**config.mk**
```make
export PLATFORM = sky130hd
export DESIGN_NAME = rtc_regs
export DESIGN_NICKNAME = d
export VERILOG_FILES = /design/src/rtl/rtc_pkg.sv /design/src/rtl/rtc_pulse.sv /design/src/rtl/rtc_regs.sv
export VERILOG_INCLUDE_DIRS = /design/src /design/src/rtl
export SDC_FILE = /design/constraint.sdc
export NUM_CORES = 1
export LEC_CHECK = 0
export ABC_AREA = 1
export BUFFER_PORTS_ARGS = -buffer_cell sky130_fd_sc_hd__buf_2
export CAP_MARGIN = 20
export CORE_ASPECT_RATIO = 0.9
export CORE_MARGIN = 1.5
export CORE_UTILIZATION = 53
export DETAILED_ROUTE_END_ITERATION = 16
export GPL_TIMING_DRIVEN = 0
export PLACE_DENSITY = 0.8
export SLEW_MARGIN = 20
export SYNTH_ARGS = -nofsm -noshare
export SYNTH_HDL_FRONTEND = slang
export SYNTH_SLANG_ARGS = --single-unit
```
**constraint.sdc**
```tcl
create_clock -name core_clk -period 3.1 [get_ports core_clk]
set_input_delay 0 -clock core_clk [delete_from_list [all_inputs] [get_ports core_clk]]
set_output_delay 0 -clock core_clk [all_outputs]
set_load 0.01 [all_outputs]
```
**src/rtl/rtc_map.svh**
```systemverilog
// Offsets, field positions, reset values and timing counts of the RTC regs
// How it works
// - Write protect set blocks every register write, control enables too.
// - With protect set, a control write may only clear protect.
// - One-hertz pin driven when its enable is 1, else high impedance.
// - Alarm 0 pin low only while alarm 0 flag and its enable are 1.
// - Alarm 1 enable at 0 keeps the alarm 1 pin at logic 0.
// - Control read at 0Fh, written at 8Fh; bits 7,5,4,3 read 0.
// - Alarm 0 match sets alarm 0 flag; with enable, pin goes low.
// - Pointer at any alarm 0 register, read or write, clears alarm 0 flag.
// - Alarm 1 flag set with enable gives one 62.5 ms high pulse.
// - Pointer at any alarm 1 register, read or write, clears alarm 1 flag.
// - Alarm 0 flag sets on any supply; alarm 1 only on secondary/battery.
// - Status read-only at 10h: alarm 1 flag bit 1, alarm 0 bit 0.
// - Charger enabled only when the unlock field holds 1010.
// - Diode field 01 one diode, 10 two; 00 and 11 disable charger.
// - Resistor field 01/10/11 selects 2k/4k/8k; 00 disables charger.
// - Charger register powers up as 0101, 11, 00: charger disabled.
// - Battery-backup configuration refuses all writes while on battery.
// - Dual-supply switching never imposes write protection by itself.
// - Alarm 0 at 87h-8Ah, alarm 1 at 8Bh-8Eh; these clear the flags.
// - Each clock update compares both alarm groups with current time.
`ifndef RTC_MAP_SVH
`define RTC_MAP_SVH

`define RTC_CTRL_RD 8'h0F
`define RTC_CTRL_WR 8'h8F
`define RTC_STAT_RD 8'h10
`define RTC_STAT_WR 8'h90
`define RTC_CHG_RD 8'h11
`define RTC_CHG_WR 8'h91
`define RTC_AL0_RD_LO 8'h07
`define RTC_AL0_RD_HI 8'h0A
`define RTC_AL1_RD_LO 8'h0B
`define RTC_AL1_RD_HI 8'h0E
`define RTC_AL0_WR_LO 8'h87
`define RTC_AL0_WR_HI 8'h8A
`define RTC_AL1_WR_LO 8'h8B
`define RTC_AL1_WR_HI 8'h8E

`define RTC_CTRL_WP_BIT 6
`define RTC_CTRL_HZ_BIT 2
`define RTC_CTRL_ALARM1_IRQ_ENABLE_BIT 1
`define RTC_CTRL_ALARM0_IRQ_ENABLE_BIT 0
`define RTC_STAT_F1_BIT 1
`define RTC_STAT_F0_BIT 0

`define RTC_CTRL_RESET 8'h40
`define RTC_CHG_RESET 8'h5C
`define RTC_CHG_UNLOCK 4'hA

`define RTC_PULSE_US 62500
`define RTC_CLK_NS 100
`define RTC_PULSE_CYC ((`RTC_PULSE_US * 1000) / `RTC_CLK_NS)

`endif

```
**src/rtl/rtc_pkg.sv**
```systemverilog
// Types shared by the RTC special register block
package rtc_pkg;

   // Active supply source from the power switch
   typedef enum logic [1:0] {
      RTC_SUP_PRIMARY = 2'h0,
      RTC_SUP_SECONDARY = 2'h1,
      RTC_SUP_BATTERY = 2'h2
   } rtc_supply_t;

   // Access from the serial shifter, same clock domain
   typedef struct packed {
      logic ptr_move;
      logic wr_strobe;
      logic [7:0] addr;
      logic [7:0] wdata;
   } rtc_acc_t;

   // Stored control bits
   typedef struct packed {
      logic wp;
      logic one_hertz_out_enable;
      logic alarm1_irq_enable;
      logic alarm0_irq_enable;
   } rtc_ctrl_t;

   // Stored charger register fields
   typedef struct packed {
      logic [3:0] charger_unlock_field;
      logic [1:0] diode_count_select;
      logic [1:0] resistor_select;
   } rtc_chg_t;

   // Drive to the analog charger switches
   typedef struct packed {
      logic enable;
      logic two_diodes;
      logic [1:0] resistor_select;
   } rtc_chg_drive_t;

   // Pulse timer states
   typedef enum logic [1:0] {
      RTC_P_IDLE = 2'h1,
      RTC_P_HIGH = 2'h2
   } rtc_pulse_state_t;

endpackage

```
**src/rtl/rtc_pulse.sv**
```systemverilog
// Fixed-length active-high pulse timer for the alarm 1 pin
`timescale 1ns/1ns
`default_nettype none
module rtc_pulse #(
   parameter int unsigned LEN = 625000 // Pulse length in cycles
) (
   input wire logic core_clk, // Core clock
   input wire logic rst_b, // Async reset, active low
   input wire logic start, // Start a pulse
   input wire logic kill, // Force the output low
   output logic pulse // Registered pulse output
);
   rtc_pkg::rtc_pulse_state_t state;
   logic [19:0] count;

   // Pulse state and length counter; a new start during a pulse is merged
   always_ff @(posedge core_clk or negedge rst_b) begin
      if (!rst_b) begin
         state <= rtc_pkg::RTC_P_IDLE;
         count <= 20'h00000;
         pulse <= 1'b0;
      end else begin
         case (state)
            rtc_pkg::RTC_P_IDLE: begin
               if (start && !kill) begin
                  state <= rtc_pkg::RTC_P_HIGH;
                  count <= 20'(LEN - 1);
                  pulse <= 1'b1;
               end
            end
            rtc_pkg::RTC_P_HIGH: begin
               if (kill || count == 20'h00000) begin
                  state <= rtc_pkg::RTC_P_IDLE;
                  pulse <= 1'b0;
               end else begin
                  count <= count - 20'h00001;
               end
            end
            default: begin
               state <= rtc_pkg::RTC_P_IDLE;
               pulse <= 1'b0;
            end
         endcase
      end
   end
endmodule
`default_nettype wire

```
**src/rtl/rtc_regs.sv**
```systemverilog
// RTC control, alarm status and charger registers with write gating
`timescale 1ns/1ns
`default_nettype none
`include "rtc_map.svh"
module rtc_regs #(
   parameter int unsigned PULSE_CYC = `RTC_PULSE_CYC // Alarm 1 pulse
) (
   input wire logic core_clk, // Core clock, 10 MHz
   input wire logic rst_b, // Async reset, active low
   input wire rtc_pkg::rtc_acc_t acc, // Access from serial shifter
   input wire logic alarm0_match, // Alarm 0 match at clock update
   input wire logic alarm1_match, // Alarm 1 match at clock update
   input wire logic [1:0] supply_pin, // Active supply, async
   input wire logic batt_cfg_pin, // Battery-backup configuration strap
   input wire logic one_hz_src, // 1 Hz square wave, async
   output logic [7:0] rd_data, // Read data for the shifter
   output logic write_allow, // Clock and RAM writes allowed
   output logic wr_refused, // Pulse: a write was refused
   output logic alarm0_irq_n, // Alarm 0 interrupt, active low
   output logic alarm1_irq_pulse, // Alarm 1 interrupt pulse
   output logic one_hz_out, // 1 Hz pin output value
   output logic one_hz_oe, // 1 Hz pin output enable
   output rtc_pkg::rtc_chg_drive_t chg_drive // Charger switch drive
);
   localparam int SYNC_W = 4;

   logic [SYNC_W-1:0] sync_in;
   logic [SYNC_W-1:0] sync_meta;
   logic [SYNC_W-1:0] sync_q;
   rtc_pkg::rtc_supply_t supply;
   logic batt_cfg;
   logic hz_src;
   rtc_pkg::rtc_ctrl_t ctrl;
   rtc_pkg::rtc_chg_t chg;
   logic alarm0_flag;
   logic alarm1_flag;
   logic on_battery_lock;
   logic wr_gate;
   logic wr_ctrl;
   logic wr_chg;
   logic touch_al0;
   logic touch_al1;
   logic set_f1;
   logic next_f1;
   logic pulse_start;

   assign sync_in = {one_hz_src, batt_cfg_pin, supply_pin};

   // Two-flop synchronisers for every pin input
   genvar gi;
   generate
      for (gi = 0; gi < SYNC_W; gi++) begin : g_sync
         always_ff @(posedge core_clk or negedge rst_b) begin
            if (!rst_b) begin
               sync_meta[gi] <= 1'b0;
               sync_q[gi] <= 1'b0;
            end else begin
               sync_meta[gi] <= sync_in[gi];
               sync_q[gi] <= sync_meta[gi];
            end
         end
      end
   endgenerate

   assign supply = rtc_pkg::rtc_supply_t'(sync_q[1:0]);
   assign batt_cfg = sync_q[2];
   assign hz_src = sync_q[3];

   // Only the battery-backup configuration locks on battery; the
   // dual-supply setup switches freely without locking
   assign on_battery_lock = batt_cfg &&
      (supply == rtc_pkg::RTC_SUP_BATTERY);

   // Writes other than to control need protect clear and no battery lock
   assign wr_gate = !ctrl.wp && !on_battery_lock;

   assign wr_ctrl = acc.wr_strobe && acc.addr == `RTC_CTRL_WR;
   assign wr_chg = acc.wr_strobe && acc.addr == `RTC_CHG_WR;

   // Pointer landing on any alarm register, read or write form
   assign touch_al0 = acc.ptr_move &&
      ((acc.addr >= `RTC_AL0_RD_LO && acc.addr <= `RTC_AL0_RD_HI) ||
       (acc.addr >= `RTC_AL0_WR_LO && acc.addr <= `RTC_AL0_WR_HI));
   assign touch_al1 = acc.ptr_move &&
      ((acc.addr >= `RTC_AL1_RD_LO && acc.addr <= `RTC_AL1_RD_HI) ||
       (acc.addr >= `RTC_AL1_WR_LO && acc.addr <= `RTC_AL1_WR_HI));

   // Control register; protect comes up set so the host must clear it
   always_ff @(posedge core_clk or negedge rst_b) begin
      if (!rst_b) begin
         ctrl.wp <= 1'(`RTC_CTRL_RESET >> `RTC_CTRL_WP_BIT);
         ctrl.one_hertz_out_enable <= 1'b0;
         ctrl.alarm1_irq_enable <= 1'b0;
         ctrl.alarm0_irq_enable <= 1'b0;
      end else if (wr_ctrl && !on_battery_lock) begin
         if (ctrl.wp) begin
            // Protected: only the protect bit may change, and only down
            ctrl.wp <= acc.wdata[`RTC_CTRL_WP_BIT];
         end else begin
            ctrl.wp <= acc.wdata[`RTC_CTRL_WP_BIT];
            ctrl.one_hertz_out_enable <= acc.wdata[`RTC_CTRL_HZ_BIT];
            ctrl.alarm1_irq_enable <= acc.wdata[`RTC_CTRL_ALARM1_IRQ_ENABLE_BIT];
            ctrl.alarm0_irq_enable <= acc.wdata[`RTC_CTRL_ALARM0_IRQ_ENABLE_BIT];
         end
      end
   end

   // Charger register; reserved-free, all eight bits stored
   always_ff @(posedge core_clk or negedge rst_b) begin
      if (!rst_b) begin
         chg <= `RTC_CHG_RESET;
      end else if (wr_chg && wr_gate) begin
         chg <= acc.wdata;
      end
   end

   // Charger drive: unlock, valid diode count and nonzero resistor
   always_ff @(posedge core_clk or negedge rst_b) begin
      if (!rst_b) begin
         chg_drive <= '0;
      end else begin
         chg_drive.enable <=
            chg.charger_unlock_field == `RTC_CHG_UNLOCK &&
            (chg.diode_count_select == 2'h1 ||
             chg.diode_count_select == 2'h2) &&
            chg.resistor_select != 2'h0;
         chg_drive.two_diodes <= chg.diode_count_select == 2'h2;
         chg_drive.resistor_select <= chg.resistor_select;
      end
   end

   // Alarm 0 flag: set on match from any supply; set beats clear
   always_ff @(posedge core_clk or negedge rst_b) begin
      if (!rst_b) begin
         alarm0_flag <= 1'b0;
      end else if (alarm0_match) begin
         alarm0_flag <= 1'b1;
      end else if (touch_al0) begin
         alarm0_flag <= 1'b0;
      end
   end

   // Alarm 1 only qualifies off the primary supply
   assign set_f1 = alarm1_match &&
      (supply == rtc_pkg::RTC_SUP_SECONDARY ||
       supply == rtc_pkg::RTC_SUP_BATTERY);

   always_comb begin
      next_f1 = alarm1_flag;
      if (touch_al1) begin
         next_f1 = 1'b0;
      end
      if (set_f1) begin
         next_f1 = 1'b1;
      end
   end

   always_ff @(posedge core_clk or negedge rst_b) begin
      if (!rst_b) begin
         alarm1_flag <= 1'b0;
      end else begin
         alarm1_flag <= next_f1;
      end
   end

   // A pulse starts on each rising of the flag while enabled
   assign pulse_start = next_f1 && !alarm1_flag &&
      ctrl.alarm1_irq_enable;

   rtc_pulse #(
      .LEN(PULSE_CYC)
   ) u_pulse (
      .core_clk(core_clk),
      .rst_b(rst_b),
      .start(pulse_start),
      .kill(!ctrl.alarm1_irq_enable),
      .pulse(alarm1_irq_pulse)
   );

   // Alarm 0 pin is a level, low while flag and enable both hold
   always_ff @(posedge core_clk or negedge rst_b) begin
      if (!rst_b) begin
         alarm0_irq_n <= 1'b1;
      end else begin
         alarm0_irq_n <= !(alarm0_flag && ctrl.alarm0_irq_enable);
      end
   end

   // 1 Hz pin; value follows the synced source, enable gates the driver
   always_ff @(posedge core_clk or negedge rst_b) begin
      if (!rst_b) begin
         one_hz_out <= 1'b0;
         one_hz_oe <= 1'b0;
      end else begin
         one_hz_out <= hz_src;
         one_hz_oe <= ctrl.one_hertz_out_enable;
      end
   end

   // Read data captured when the pointer lands; unmapped reads give 0
   always_ff @(posedge core_clk or negedge rst_b) begin
      if (!rst_b) begin
         rd_data <= 8'h00;
      end else if (acc.ptr_move) begin
         case (acc.addr)
            `RTC_CTRL_RD: begin
               rd_data <= {1'b0, ctrl.wp, 3'h0, ctrl.one_hertz_out_enable,
                  ctrl.alarm1_irq_enable, ctrl.alarm0_irq_enable};
            end
            `RTC_STAT_RD: begin
               rd_data <= {6'h00, alarm1_flag, alarm0_flag};
            end
            `RTC_CHG_RD: begin
               rd_data <= chg;
            end
            default: begin
               rd_data <= 8'h00;
            end
         endcase
      end
   end

   // Gate for clock and RAM writes elsewhere; status writes are dropped
   always_ff @(posedge core_clk or negedge rst_b) begin
      if (!rst_b) begin
         write_allow <= 1'b0;
         wr_refused <= 1'b0;
      end else begin
         write_allow <= wr_gate;
         wr_refused <= acc.wr_strobe && (!wr_gate ||
            acc.addr == `RTC_STAT_WR) &&
            !(wr_ctrl && !on_battery_lock);
      end
   end
endmodule
`default_nettype wire

```
# Yosys cells after proc, flatten, opt, wreduce, memory -nomap -nowiden
# Index checks and enable logic that the tools add are counted.
# classes
add_sub_neg	1
n_lt_le_gt_ge	8
n_eq_ne	16
muxes	14
n_bitwise	1
reduce_logical	41
# ops
cell	count
20-bit 2-to-1 mux	2
20-bit one-hot mux with 2 select lines	1
8-bit equality test (second input constant)	3
8-bit one-hot mux with 3 select lines	1
1-bit logical AND	21
20-bit logical NOT	1
20-bit by 1-bit subtractor with 20-bit output (second input constant)	1
8-bit by 5-bit equality test with 1-bit output (second input constant)	2
8-bit greater-or-equal comparator (second input constant)	2
8-bit by 4-bit <= comparator with 1-bit output (second input constant)	2
8-bit <= comparator (second input constant)	2
8-bit by 4-bit equality test with 1-bit output (second input constant)	1
8-bit by 3-bit greater-or-equal comparator with 1-bit output (second input constant)	1
8-bit by 4-bit greater-or-equal comparator with 1-bit output (second input constant)	1
1-bit logical NOT	7
2-bit by 1-bit equality test with 1-bit output (second input constant)	3
2-bit equality test (second input constant)	3
1-bit logical OR	6
1-bit 2-to-1 mux	6
2-bit nonzero test	3
4-bit equality test (second input constant)	1
2-bit 2-to-1 mux	2
2-bit by 1-bit != test with 1-bit output (second input constant)	2
2-bit one-hot mux with 2 select lines	1
5 further kinds	6
# totals
ff_bits	62
in_bits	26
output_inout_bits	18
wordCells	110

# Longest topological paths before layout
# Gate-level depths: netlist (run 1).
# depth
depth_word	11
ltp_mapped	11
mapped_depth_nobuf	11

# By module
# A second synthesis (run 1) with hierarchy kept.
# hier_totals
hier_cells	392
hier_area_um2	3200.6
# by_module_without_submodules
mod	instances	cells_per_inst	area_each_um2	seq_area_each_um2
rtc_regs	1	174	1645.3	983.4
rtc_pulse	1	218	1555.2	551.8

# Least setup slack after synthesis (run 1)
# Ideal clock, no wire load.
# synth_timing
kind	register to register
from	reg u_pulse.count[0]
to	reg u_pulse.count[0]
setup_time_ns	0.127
arrival_time_ns	1.405
path_slack_ns	1.568
path_stages_with_launch	11
n_path_buf	1
synth_period_minus_slack_ns	1.532
cell_sequence	dfrtp_1 -> inv_1 -> ha_1 -> nand2_2 -> nor2_4 -> nand3_2 -> nand2_2 -> nand2_2 -> nand2_4 -> buf_12 -> o21ai_0
# synth_between
elab_chain_cells	4
word_cells_on_any_way	7
cone_classes	1 x add/sub; 1 x eq/ne; 2 x mux; 3 x reduce/logical
# synth_lines
item	line_no	rtl
start: declaration	rtc_pulse.sv:14	logic [19:0] count;
start signal: assignment	rtc_pulse.sv:27	count <= 20'(LEN - 1);
start signal: assignment	rtc_pulse.sv:36	count <= count - 20'h00001;
branches (longest 4 deep; another with 20-bit by 1-bit subtractor with 20-bit output)	--	
# Several ways; the timed one is not identified. The select of a mux whose other input is x is not followed.
# A chain may end at the register's enable or synchronous reset.

# Final worst setup path (run 1)
# layout_timing
from	reg u_pulse.count[0]
to	reg u_pulse.count[2]
# The elaborated chain is that of the path after synthesis.

==> impl_metrics.csv, run 1 <==
group,metric,value,unit
synth,seq_area_frac_synth,51.4,%
route,vias,2604,
sta,fin_crit_sh,55.8,%
cells_and_area,final_common_cell,"nand2_1",
critical_path,r2r_setup_slack,1.37,ns
power_and_ir_drop,switchingPower,775,uW
run,cap_violations,0,
floorplanning,rows,25,
synth,syn_area_per_cell,8.07,um^2
critical_path,rr_worst_depth,11,
synth,synth_fp_nets,399,
sta,tightestPinTransition,0.739,ns
sta,period_needed,1.73,ns
cells_and_area,drive_above_1_share,19.2,%
sta,finalHoldViolCount,0,
power_and_ir_drop,seqPwrFrac,40.5,%
route,wl_per_cell,12.3,um
synth,syn-instance-count,370,
place,routabilityCongestion,0.869,
clock_tree,cts_setup_buffers,0,
sta,rsz0062_at_grt,"false",
global_routing,grtUsageTotal,23.1,%
sta,drv_slew,0,
power_and_ir_drop,p_leak,0.00189,uW
place,dpl_cell_area,3290,um^2
global_routing,antenna_found_initial,0,
cells_and_area,diodes,0,
power_and_ir_drop,peakVddDrop,0.461,mV
global_routing,grt_overflow,0,
power_and_ir_drop,powerDensity,639,nW/um^2
place,place_hpwl,4300,um
clock_tree,insertion_delay,0.34,ns
synth,yosysWarnings,0,
floorplanning,ios,44,
floorplanning,core_area,5350,um^2
synth,netlist_area,2980,um^2
floorplanning,die_y,74.2,um
hold_path,hold_end,"wr_refused",
clock_tree,cts_tree,"built",
route,post-route-drc-count,0,
route,drt_iter0_drc,130,
sta,slew_headroom,50.8,%
sta,finClkSkew,0.00530,ns
route,drt-total-wl,6340,um
cells_and_area,mostFrequentLayoutCells,"nand2_1, dfrtp_1, nor2_1",
critical_path,critPathLaunchType,"flop",
floorplanning,initial_core_util,55.8,%
cells_and_area,syn_to_final_growth,23.6,%
clock_tree,path_clk_slew,0.07,ns
critical_path,end_kind,"flop",
clock_tree,cts_sinks,61,
critical_path,cp.required,3.37,ns
sta,clock.fmax,578,MHz
clock_tree,clockBufferDepth,2,
cells_and_area,nets,472,
power_and_ir_drop,swShare,32.9,%
cells_and_area,final_cell_area,3690,um^2
synth,synth_cell_type_count,31,
sta,fin_tns_setup,0,ns
critical_path,path_class,"flop to flop",
floorplanning,die-width,82.1,um
clock_tree,htreeDepth,3,
place,io_buffers,43,
clock_tree,cts_buffers,9,
global_routing,first_global_vias,2430,
clock_tree,cts.repair.resized,0,
critical_path,path_max_fanout,10,
route,dr.pass1.iters,4,
run_status,status,"complete, no violations",
hold_path,worst_hold_path.num_cells,5,
power_and_ir_drop,combPwrFrac,26.8,%
route,via_per_inst,5.07,
floorplanning,fp.dieArea,6090,um^2
clock_tree,cts-root-buf,"clkbuf_8",
hold_path,timing.hold.worst.class,"input port to flop",
synth,synth_seq_cells,61,
critical_path,cp.arrival,2.00,ns
critical_path,r2r_start,"u_pulse.count[0]",
critical_path,worstReg2RegEnd,"u_pulse.count[2]",
clock_tree,hold_buffers,19,
sta,setup_violations,0,
global_routing,grt_pass1_wl,10500,um
hold_path,hp-start,"acc[14]",
global_routing,grt_max_degree,62,
route,antenna_left,0,
power_and_ir_drop,p_clk_share,32.7,%
power_and_ir_drop,p_int,1580,uW
==> per-layer routing <==
layer  part of all wire [%]  GRT usage [%]  vias up  wire length (um)
met5                      0              0        -                 0
met4                    2.3           9.60        0               148
met3                    4.4           6.63       16               279
met2                     47           37.0       57              2980
met1                     46           29.7     1217              2930
li1                       -              -     1314                 -
==> cell usage after synthesis (all sizes together) <==
cell type | n | area share [%]
nand3b | 2 | 0.50
xor2 | 4 | 1.2
o31ai | 7 | 1.8
nor4 | 1 | 0.21
nand3 | 24 | 4.2
clkinv | 1 | 0.13
nand2 | 120 | 16
dfrtp | 54 | 45
nand4 | 5 | 1.0
inv | 43 | 5.4
a21o | 1 | 0.25
clkbuf | 2 | 0.25
dfstp | 7 | 6.2
o21ai | 25 | 5.3
nor3b | 2 | 0.50
ha | 3 | 1.3
nor2 | 54 | 7.3
o211ai | 1 | 0.25
a21oi | 7 | 1.2
or2 | 2 | 0.42
o22ai | 1 | 0.21
buf | 4 | 1.6
==> cells by family (layout without fill, tap and decap cells) <==
group,Yosys count,count (layout),share of synthesized area [%]
xor gates and xnor gates,4,4,1.17
buffers and inverters,50,127,7.38
adders and majority gates,3,3,1.26
AOI/OAI and AO/OA,42,42,8.97
and+or+nand+nor,210,210,29.8
DFF,61,61,51.4
==> worst max-delay path: stages (launching register included) <==
cell     delay, ns
dfrtp_1       0.39
inv_1         0.08
ha_1          0.26
nand2_2       0.12
nor2_4        0.16
nand3_2       0.10
nand2_2       0.10
nand2_2       0.06
nand2_4       0.09
buf_6         0.15
nand2_1       0.07
o21ai_2       0.06
==> sequential cells by signal, indices dropped and copies added, names as in the netlist, 2 cells and up <==
name / flops
ctrl: 4
sync_meta: 4
u_pulse.state: 2
chg: 8
supply: 2
rd_data: 8
chg_drive: 4
u_pulse.count: 20
==> worst max-delay path by stage <==
stage / start / end / slack [ns] / depth (start not counted)
floorplan: u_pulse.count[0] / u_pulse.count[0] / 1.57 / 10
global placement: u_pulse.count[0] / u_pulse.count[1] / 1.41 / 10
detailed placement: u_pulse.count[0] / u_pulse.count[11] / 1.35 / 11
CTS: u_pulse.count[0] / u_pulse.count[0] / 1.35 / 10
global route: supply[0] / chg[1] / 1.23 / 10
finish: u_pulse.count[0] / u_pulse.count[2] / 1.37 / 11
==> power by group through the flow <==
stage / Clock [uW] / Combinational (uW) / Sequential [uW]
CTS: 783 / 637 / 953
floorplan: 0 / 469 / 950
global placement: 0 / 599 / 965
finish: 770 / 632 / 955
global route: 817 / 719 / 968
detailed placement: 0 / 619 / 965
==> final cells by class <==
cell class | instances | area [um^2]
fillers | 417 | 1660
flip-flops and latches | 61 | 1540
multi-input cells | 259 | 1230
repair buffers | 62 | 408
inverters | 44 | 165
clock buffers | 11 | 141
well taps | 67 | 83.8
clock inverters | 4 | 72.6
plain buffers | 6 | 55.1
==> through the flow <==
step           power [uW]  std cells  hold WS (ns)  setup WS, ns  utilization [%]
2_1_floorplan        1420        370        -0.296          1.57                -
3_3_place_gp         1560        480         0.109          1.41             61.4
3_5_place_dp         1580        480         0.109          1.35             61.4
4_1_cts              2370        514        0.0699          1.35             69.0
5_1_grt              2500        514         0.109          1.23             69.0
6_report             2360        514        0.0792          1.37             69.0
Note: power is estimated with default switching activity, not from simulation.
==> run 2, diff against run 1 <==
clock period = 1.6 ns   (was 3.1 ns; I/O delays follow)
==> impl_metrics.csv, run 2 (same netlist as run 1, synthesis figures left out) <==
group,metric,value,unit
cells_and_area,largest_register_ffs,20,
global_routing,grtUsageMet1,30.4,%
cells_and_area,syn_to_final_growth,37.1,%
floorplanning,die-width,82.1,um
critical_path,cp.arrival,1.90,ns
sta,finClkSkew,0.0112,ns
clock_tree,htreeDepth,3,
route,post-route-drc-count,0,
global_routing,use_met2,37.3,%
sta,fin_tns_setup,-0.261,ns
global_routing,grt_pass1_wl,10600,um
hold_path,timing.hold.worst.class,"input port to flop",
cells_and_area,final_common_cell,"nand2_1",
sta,slew_headroom,49.8,%
critical_path,path_class,"flop to flop",
run,cap_violations,0,
global_routing,grtUsageTotal,23.4,%
floorplanning,die_y,74.2,um
clock_tree,clockBufferDepth,2,
floorplanning,ios,44,
critical_path,slowest_delay,0.46,ns
sta,setup_violations,15,
hold_path,hold_end,"rd_data[4]",
sta,period_needed,1.64,ns
floorplanning,initial_core_util,55.8,%
clock_tree,cts-root-buf,"clkbuf_8",
sta,tightestPinTransition,0.753,ns
route,drt-total-wl,7930,um
global_routing,first_global_vias,2433,
run_status,failed_checks,"setup timing",
critical_path,cp.required,1.87,ns
critical_path,path_common_cell,"nand2_4",
hold_path,worst_hold_path.num_cells,3,
critical_path,path_max_fanout,7,
critical_path,r2r_start,"u_pulse.count[8]",
place,routabilityCongestion,0.869,
critical_path,rr_worst_depth,10,
route,via_per_inst,5.40,
route,wl_per_cell,14.9,um
cells_and_area,reg.largest.list,"u_pulse.count (20), chg (8), rd_data (8)",
route,antenna_left,0,
clock_tree,cts_tree,"built",
route,drt_iter0_drc,232,
critical_path,crit_path_cell_trace,"nor2_4 -> nand2_1 -> nor2_2 -> nand3_2 -> nand2_2 -> nand2_4 -> nand2_8 -> buf_8 -> nand2_4 -> o21ai_2",
place,place_hpwl,4300,um
sta,fin_crit_sh,102,%
cells_and_area,mostFrequentLayoutCells,"nand2_1, dfrtp_1, nor2_1, buf_2, inv_1",
critical_path,end_kind,"flop",
route,dr.pass1.iters,5,
sta,drv_slew,0,
critical_path,cp_slowest_cell,"dfrtp_2",
clock_tree,path_clk_slew,0.07,ns
cells_and_area,largest_register,"u_pulse.count",
sta,rsz0062_at_grt,"true",
critical_path,critPathLaunchType,"flop",
cells_and_area,nets,490,
sta,clock.fmax,612,MHz
global_routing,met3_usage,6.63,%
critical_path,worstReg2RegEnd,"u_pulse.count[16]",
place,place_inst,480,
sta,setup_slack,-0.0351,ns
clock_tree,insertion_delay,0.34,ns
route,vias,2873,
sta,finalHoldViolCount,0,
place,io_buffers,43,
floorplanning,rows,25,
clock_tree,cts_sinks,61,
floorplanning,core_area,5350,um^2
run_status,status,"finished with violations",
power_and_ir_drop,total_power,5350,uW
cells_and_area,drive_above_1_share,32.9,%
cells_and_area,diodes,0,
cells_and_area,fin_util,76.5,%
power_and_ir_drop,powerDensity,1310,nW/um^2
cells_and_area,num-fill-cells,333,
critical_path,r2r_setup_slack,-0.04,ns
global_routing,grt_max_degree,62,
floorplanning,fp.dieArea,6090,um^2
hold_path,hp-start,"acc[17]",
cells_and_area,fin_cells,532,
global_routing,antenna_found_initial,0,
global_routing,grt_overflow,0,
global_routing,gr-max-usage-layer,"met2",
power_and_ir_drop,p_leak,0.00204,uW
clock_tree,cts_buffers,9,
power_and_ir_drop,peakVddDrop,0.822,mV
run 2: cell types whose count changed in the layout (fill, tap and decap cells not counted), sizes merged:
cell,before,now
clkinv,2,1
buf,47,62
clkbuf,13,15
clkinvlp,1,3
run 2: layout make-up:
cell class	instances	area [um^2]	area share (%)
flip-flops and latches	61	1550	37.8
multi-input cells	259	1410	34.5
repair buffers	79	592	14.5
inverters	44	171	4.19
clock buffers	11	141	3.45
well taps	67	83.8	2.05
clock inverters	4	72.6	1.77
plain buffers	6	66.3	1.62
repair inverters	1	7.51	0.183
run 2: worst max-delay path, delay by kind of cell, from the launching register on:
family,cells,cell delay [ns]
AOI/OAI and AO/OA,1,0.07
buffers and inverters,1,0.16
DFF,1,0.46
and+or+nand+nor,8,0.86
run 2: per-stage QoR:
stage / hold WS (ns) / area (um^2) / worst slack [ns]
final: 0.0784 / 4090 / -0.0351
after global routing: 0.0809 / 4090 / -0.0912
after CTS: 0.0528 / 3730 / -0.00462
after detailed placement: 0.109 / 3290 / -0.147
after global placement: 0.109 / 3280 / -0.0872
after floorplan: -0.296 / 2980 / 0.0684
run 2: worst max-delay path by stage:
| stage | endpoint | slack (ns) | cells past startpoint | start |
|---|---|---|---|---|
| 2_1_floorplan | u_pulse.count[0] | 0.07 | 10 | u_pulse.count[0] |
| 3_3_place_gp | u_pulse.count[1] | -0.09 | 10 | u_pulse.count[0] |
| 3_5_place_dp | u_pulse.count[11] | -0.15 | 11 | u_pulse.count[0] |
| 4_1_cts | u_pulse.count[0] | -0.005 | 10 | u_pulse.count[0] |
| 5_1_grt | u_pulse.count[18] | -0.09 | 9 | supply[0] |
| 6_report | u_pulse.count[16] | -0.04 | 10 | u_pulse.count[8] |
run 2: where the power goes:
part,total [uW],switching (uW),internal [uW]
Clock,1500,596,908
Sequential,1940,222,1720
Combinational,1900,1090,815
run 2: routing by layer:
layer | routed length, um | vias up
met5 | 0 | -
li1 | - | 1356
met4 | 166 | 0
met3 | 551 | 19
met1 | 3280 | 1372
met2 | 3920 | 126
run 2: timing repair:
item | in CTS | in global routing
endpoints found under the setup margin | 30 | 28
pin swaps | 1 | 15
hold buffers | 19 | 0
cloned | 0 | 4
buffers inserted | 1 | 13
resized for setup | 12 | 63
endpoints found under the hold margin | 76 | 0
==> run 3, diff against run 2 <==
CORE_UTILIZATION = 57   (was 53)
PLACE_DENSITY = 0.85   (was 0.8)
==> impl_metrics.csv, run 3 (same netlist as run 1, synthesis figures left out) <==
group,metric,value,unit
place,dpl_cell_area,3280,um^2
clock_tree,cts_sinks,61,
global_routing,grtUsageTotal,27.5,%
sta,setup_violations,24,
critical_path,crit_buf_inv,2,
hold_path,hold_end,"alarm1_flag",
clock_tree,cts_buffers,9,
sta,slew_headroom,48.5,%
critical_path,slowest_delay,0.42,ns
power_and_ir_drop,powerDensity,1350,nW/um^2
route,vias,3240,
critical_path,path_common_cell,"nand2_4",
sta,fin_crit_sh,110,%
floorplanning,ios,44,
sta,drv_slew,0,
cells_and_area,num-fill-cells,256,
sta,period_needed,1.77,ns
sta,rsz0062_at_grt,"true",
cells_and_area,largest_register,"u_pulse.count",
cells_and_area,multi_input_area,1350,um^2
critical_path,crit_path_cell_trace,"inv_2 -> ha_4 -> nand2_4 -> nor2_4 -> nand3_2 -> nand2_2 -> nand2_4 -> nand2_8 -> buf_8 -> nand2_1 -> o21ai_2",
hold_path,worst_hold_path.num_cells,4,
critical_path,r2r_start,"u_pulse.count[0]",
route,drt_iter0_drc,581,
clock_tree,clockBufferDepth,2,
sta,hold_ws,0.0120,ns
run,cap_violations,0,
clock_tree,cts_tree,"built",
route,drt-total-wl,9920,um
cells_and_area,mostFrequentLayoutCells,"nand2_1, dfrtp_1, nor2_1, buf_2, inv_1",
cells_and_area,largest_register_ffs,20,
route,wl_per_cell,18.7,um
hold_path,hp-start,"acc[11]",
cells_and_area,nets,491,
critical_path,worstReg2RegEnd,"u_pulse.count[18]",
critical_path,end_kind,"flop",
critical_path,critPathLaunchType,"flop",
place,io_buffers,43,
critical_path,r2r_setup_slack,-0.17,ns
clock_tree,path_clk_slew,0.07,ns
power_and_ir_drop,peakVddDrop,1.05,mV
clock_tree,insertion_delay,0.35,ns
floorplanning,die-width,79.3,um
global_routing,grt_max_degree,62,
critical_path,cp_slowest_cell,"dfrtp_1",
global_routing,antenna_found_initial,0,
critical_path,cp.required,1.88,ns
sta,finClkSkew,0.00820,ns
clock_tree,cts-root-buf,"clkbuf_8",
floorplanning,rows,24,
critical_path,path_class,"flop to flop",
cells_and_area,syn_to_final_growth,36.4,%
floorplanning,initial_core_util,60.2,%
route,antenna_left,0,
place,routabilityCongestion,0.872,
place,place_hpwl,4600,um
cells_and_area,seqCellArea,1540,um^2
run_status,failed_checks,"setup timing",
critical_path,path_max_fanout,7,
global_routing,first_global_vias,2629,
sta,tightestPinTransition,0.773,ns
cells_and_area,drive_above_1_share,30.0,%
sta,clock.fmax,566,MHz
hold_path,timing.hold.worst.class,"input port to flop",
floorplanning,core_area,4950,um^2
route,dr.pass1.iters,8,
critical_path,cp_top_family,"simple AND/OR/NAND/NOR gates",
cells_and_area,final_cell_area,4070,um^2
route,post-route-drc-count,0,
cells_and_area,final_common_cell,"nand2_1",
floorplanning,fp.dieArea,5680,um^2
cells_and_area,reg.largest.list,"u_pulse.count (20), chg (8), rd_data (8)",
run_status,status,"finished with violations",
sta,finalHoldViolCount,0,
global_routing,grt_pass1_wl,11800,um
critical_path,rr_worst_depth,11,
critical_path,cp.arrival,2.04,ns
power_and_ir_drop,p_leak,0.00205,uW
clock_tree,htreeDepth,3,
sta,setup_slack,-0.166,ns
power_and_ir_drop,total_power,5500,uW
global_routing,grt_overflow,0,
cells_and_area,diodes,0,
floorplanning,die_y,71.6,um
route,via_per_inst,6.09,
run 3: cell type report:
type                            instances  share of cell area, %
Sequential cell                        61                   37.9
Timing Repair Buffer                   81                   15.0
Clock buffer                           12                   3.57
Multi-Input combinational cell        259                   33.2
Tap cell                               65                   2.00
Buffer                                  6                   1.72
Inverter                               44                   4.21
Clock inverter                          4                   2.34
run 3: report_power, final:
part	switching [uW]	internal [uW]
Combinational	1130	749
Clock	629	1080
Sequential	195	1710
Total	1960	3540
run 3: stage by stage:
step / util [%] / TNS (ns) / instances / setup WS [ns]
global route: 82.1 / -4.65 / 532 / -0.261
detailed placement: 66.3 / -3.30 / 478 / -0.146
floorplan: - / 0 / 370 / 0.0684
CTS: 75.3 / -0.0131 / 511 / -0.00604
global placement: 66.2 / -2.02 / 478 / -0.106
finish: 82.1 / -2.56 / 532 / -0.166
run 3: tightest hold or removal path, delay by kind of cell:
kind | cells | cell delay, ns
and+or+nand+nor | 1 | 0.05
buffers and inverters | 2 | 0.20
AOI/OAI and AO/OA | 1 | 0.08
run 3: how the worst max path moves through the flow:
stage | startpoint | end | slack (ns) | cells past startpoint
after floorplan | u_pulse.count[0] | u_pulse.count[0] | 0.07 | 10
after global placement | u_pulse.count[0] | u_pulse.count[1] | -0.11 | 10
after detailed placement | u_pulse.count[0] | u_pulse.count[1] | -0.15 | 10
after CTS | u_pulse.count[0] | u_pulse.count[6] | -0.006 | 11
after global routing | u_pulse.count[8] | u_pulse.count[10] | -0.26 | 8
final | u_pulse.count[0] | u_pulse.count[18] | -0.17 | 11
run 3: repair_timing:
action                                 4_1_cts  5_1_grt
resized for setup                           13       38
hold buffers                                17        0
setup buffers                                0       17
cloned                                       0        4
endpoints found under the hold margin       76        0
setup endpoints to repair                   30       30
pin swaps                                    2       11
run 3: per-layer routing:
| metal | vias up | part of all wire (%) | track usage, % |
|---|---|---|---|
| met1 | 1463 | 36 | 34.5 |
| met2 | 318 | 47 | 45.6 |
| met3 | 106 | 11 | 7.01 |
| met4 | 0 | 6.8 | 11.7 |
| met5 | - | 0 | 0 |
| li1 | 1353 | - | - |
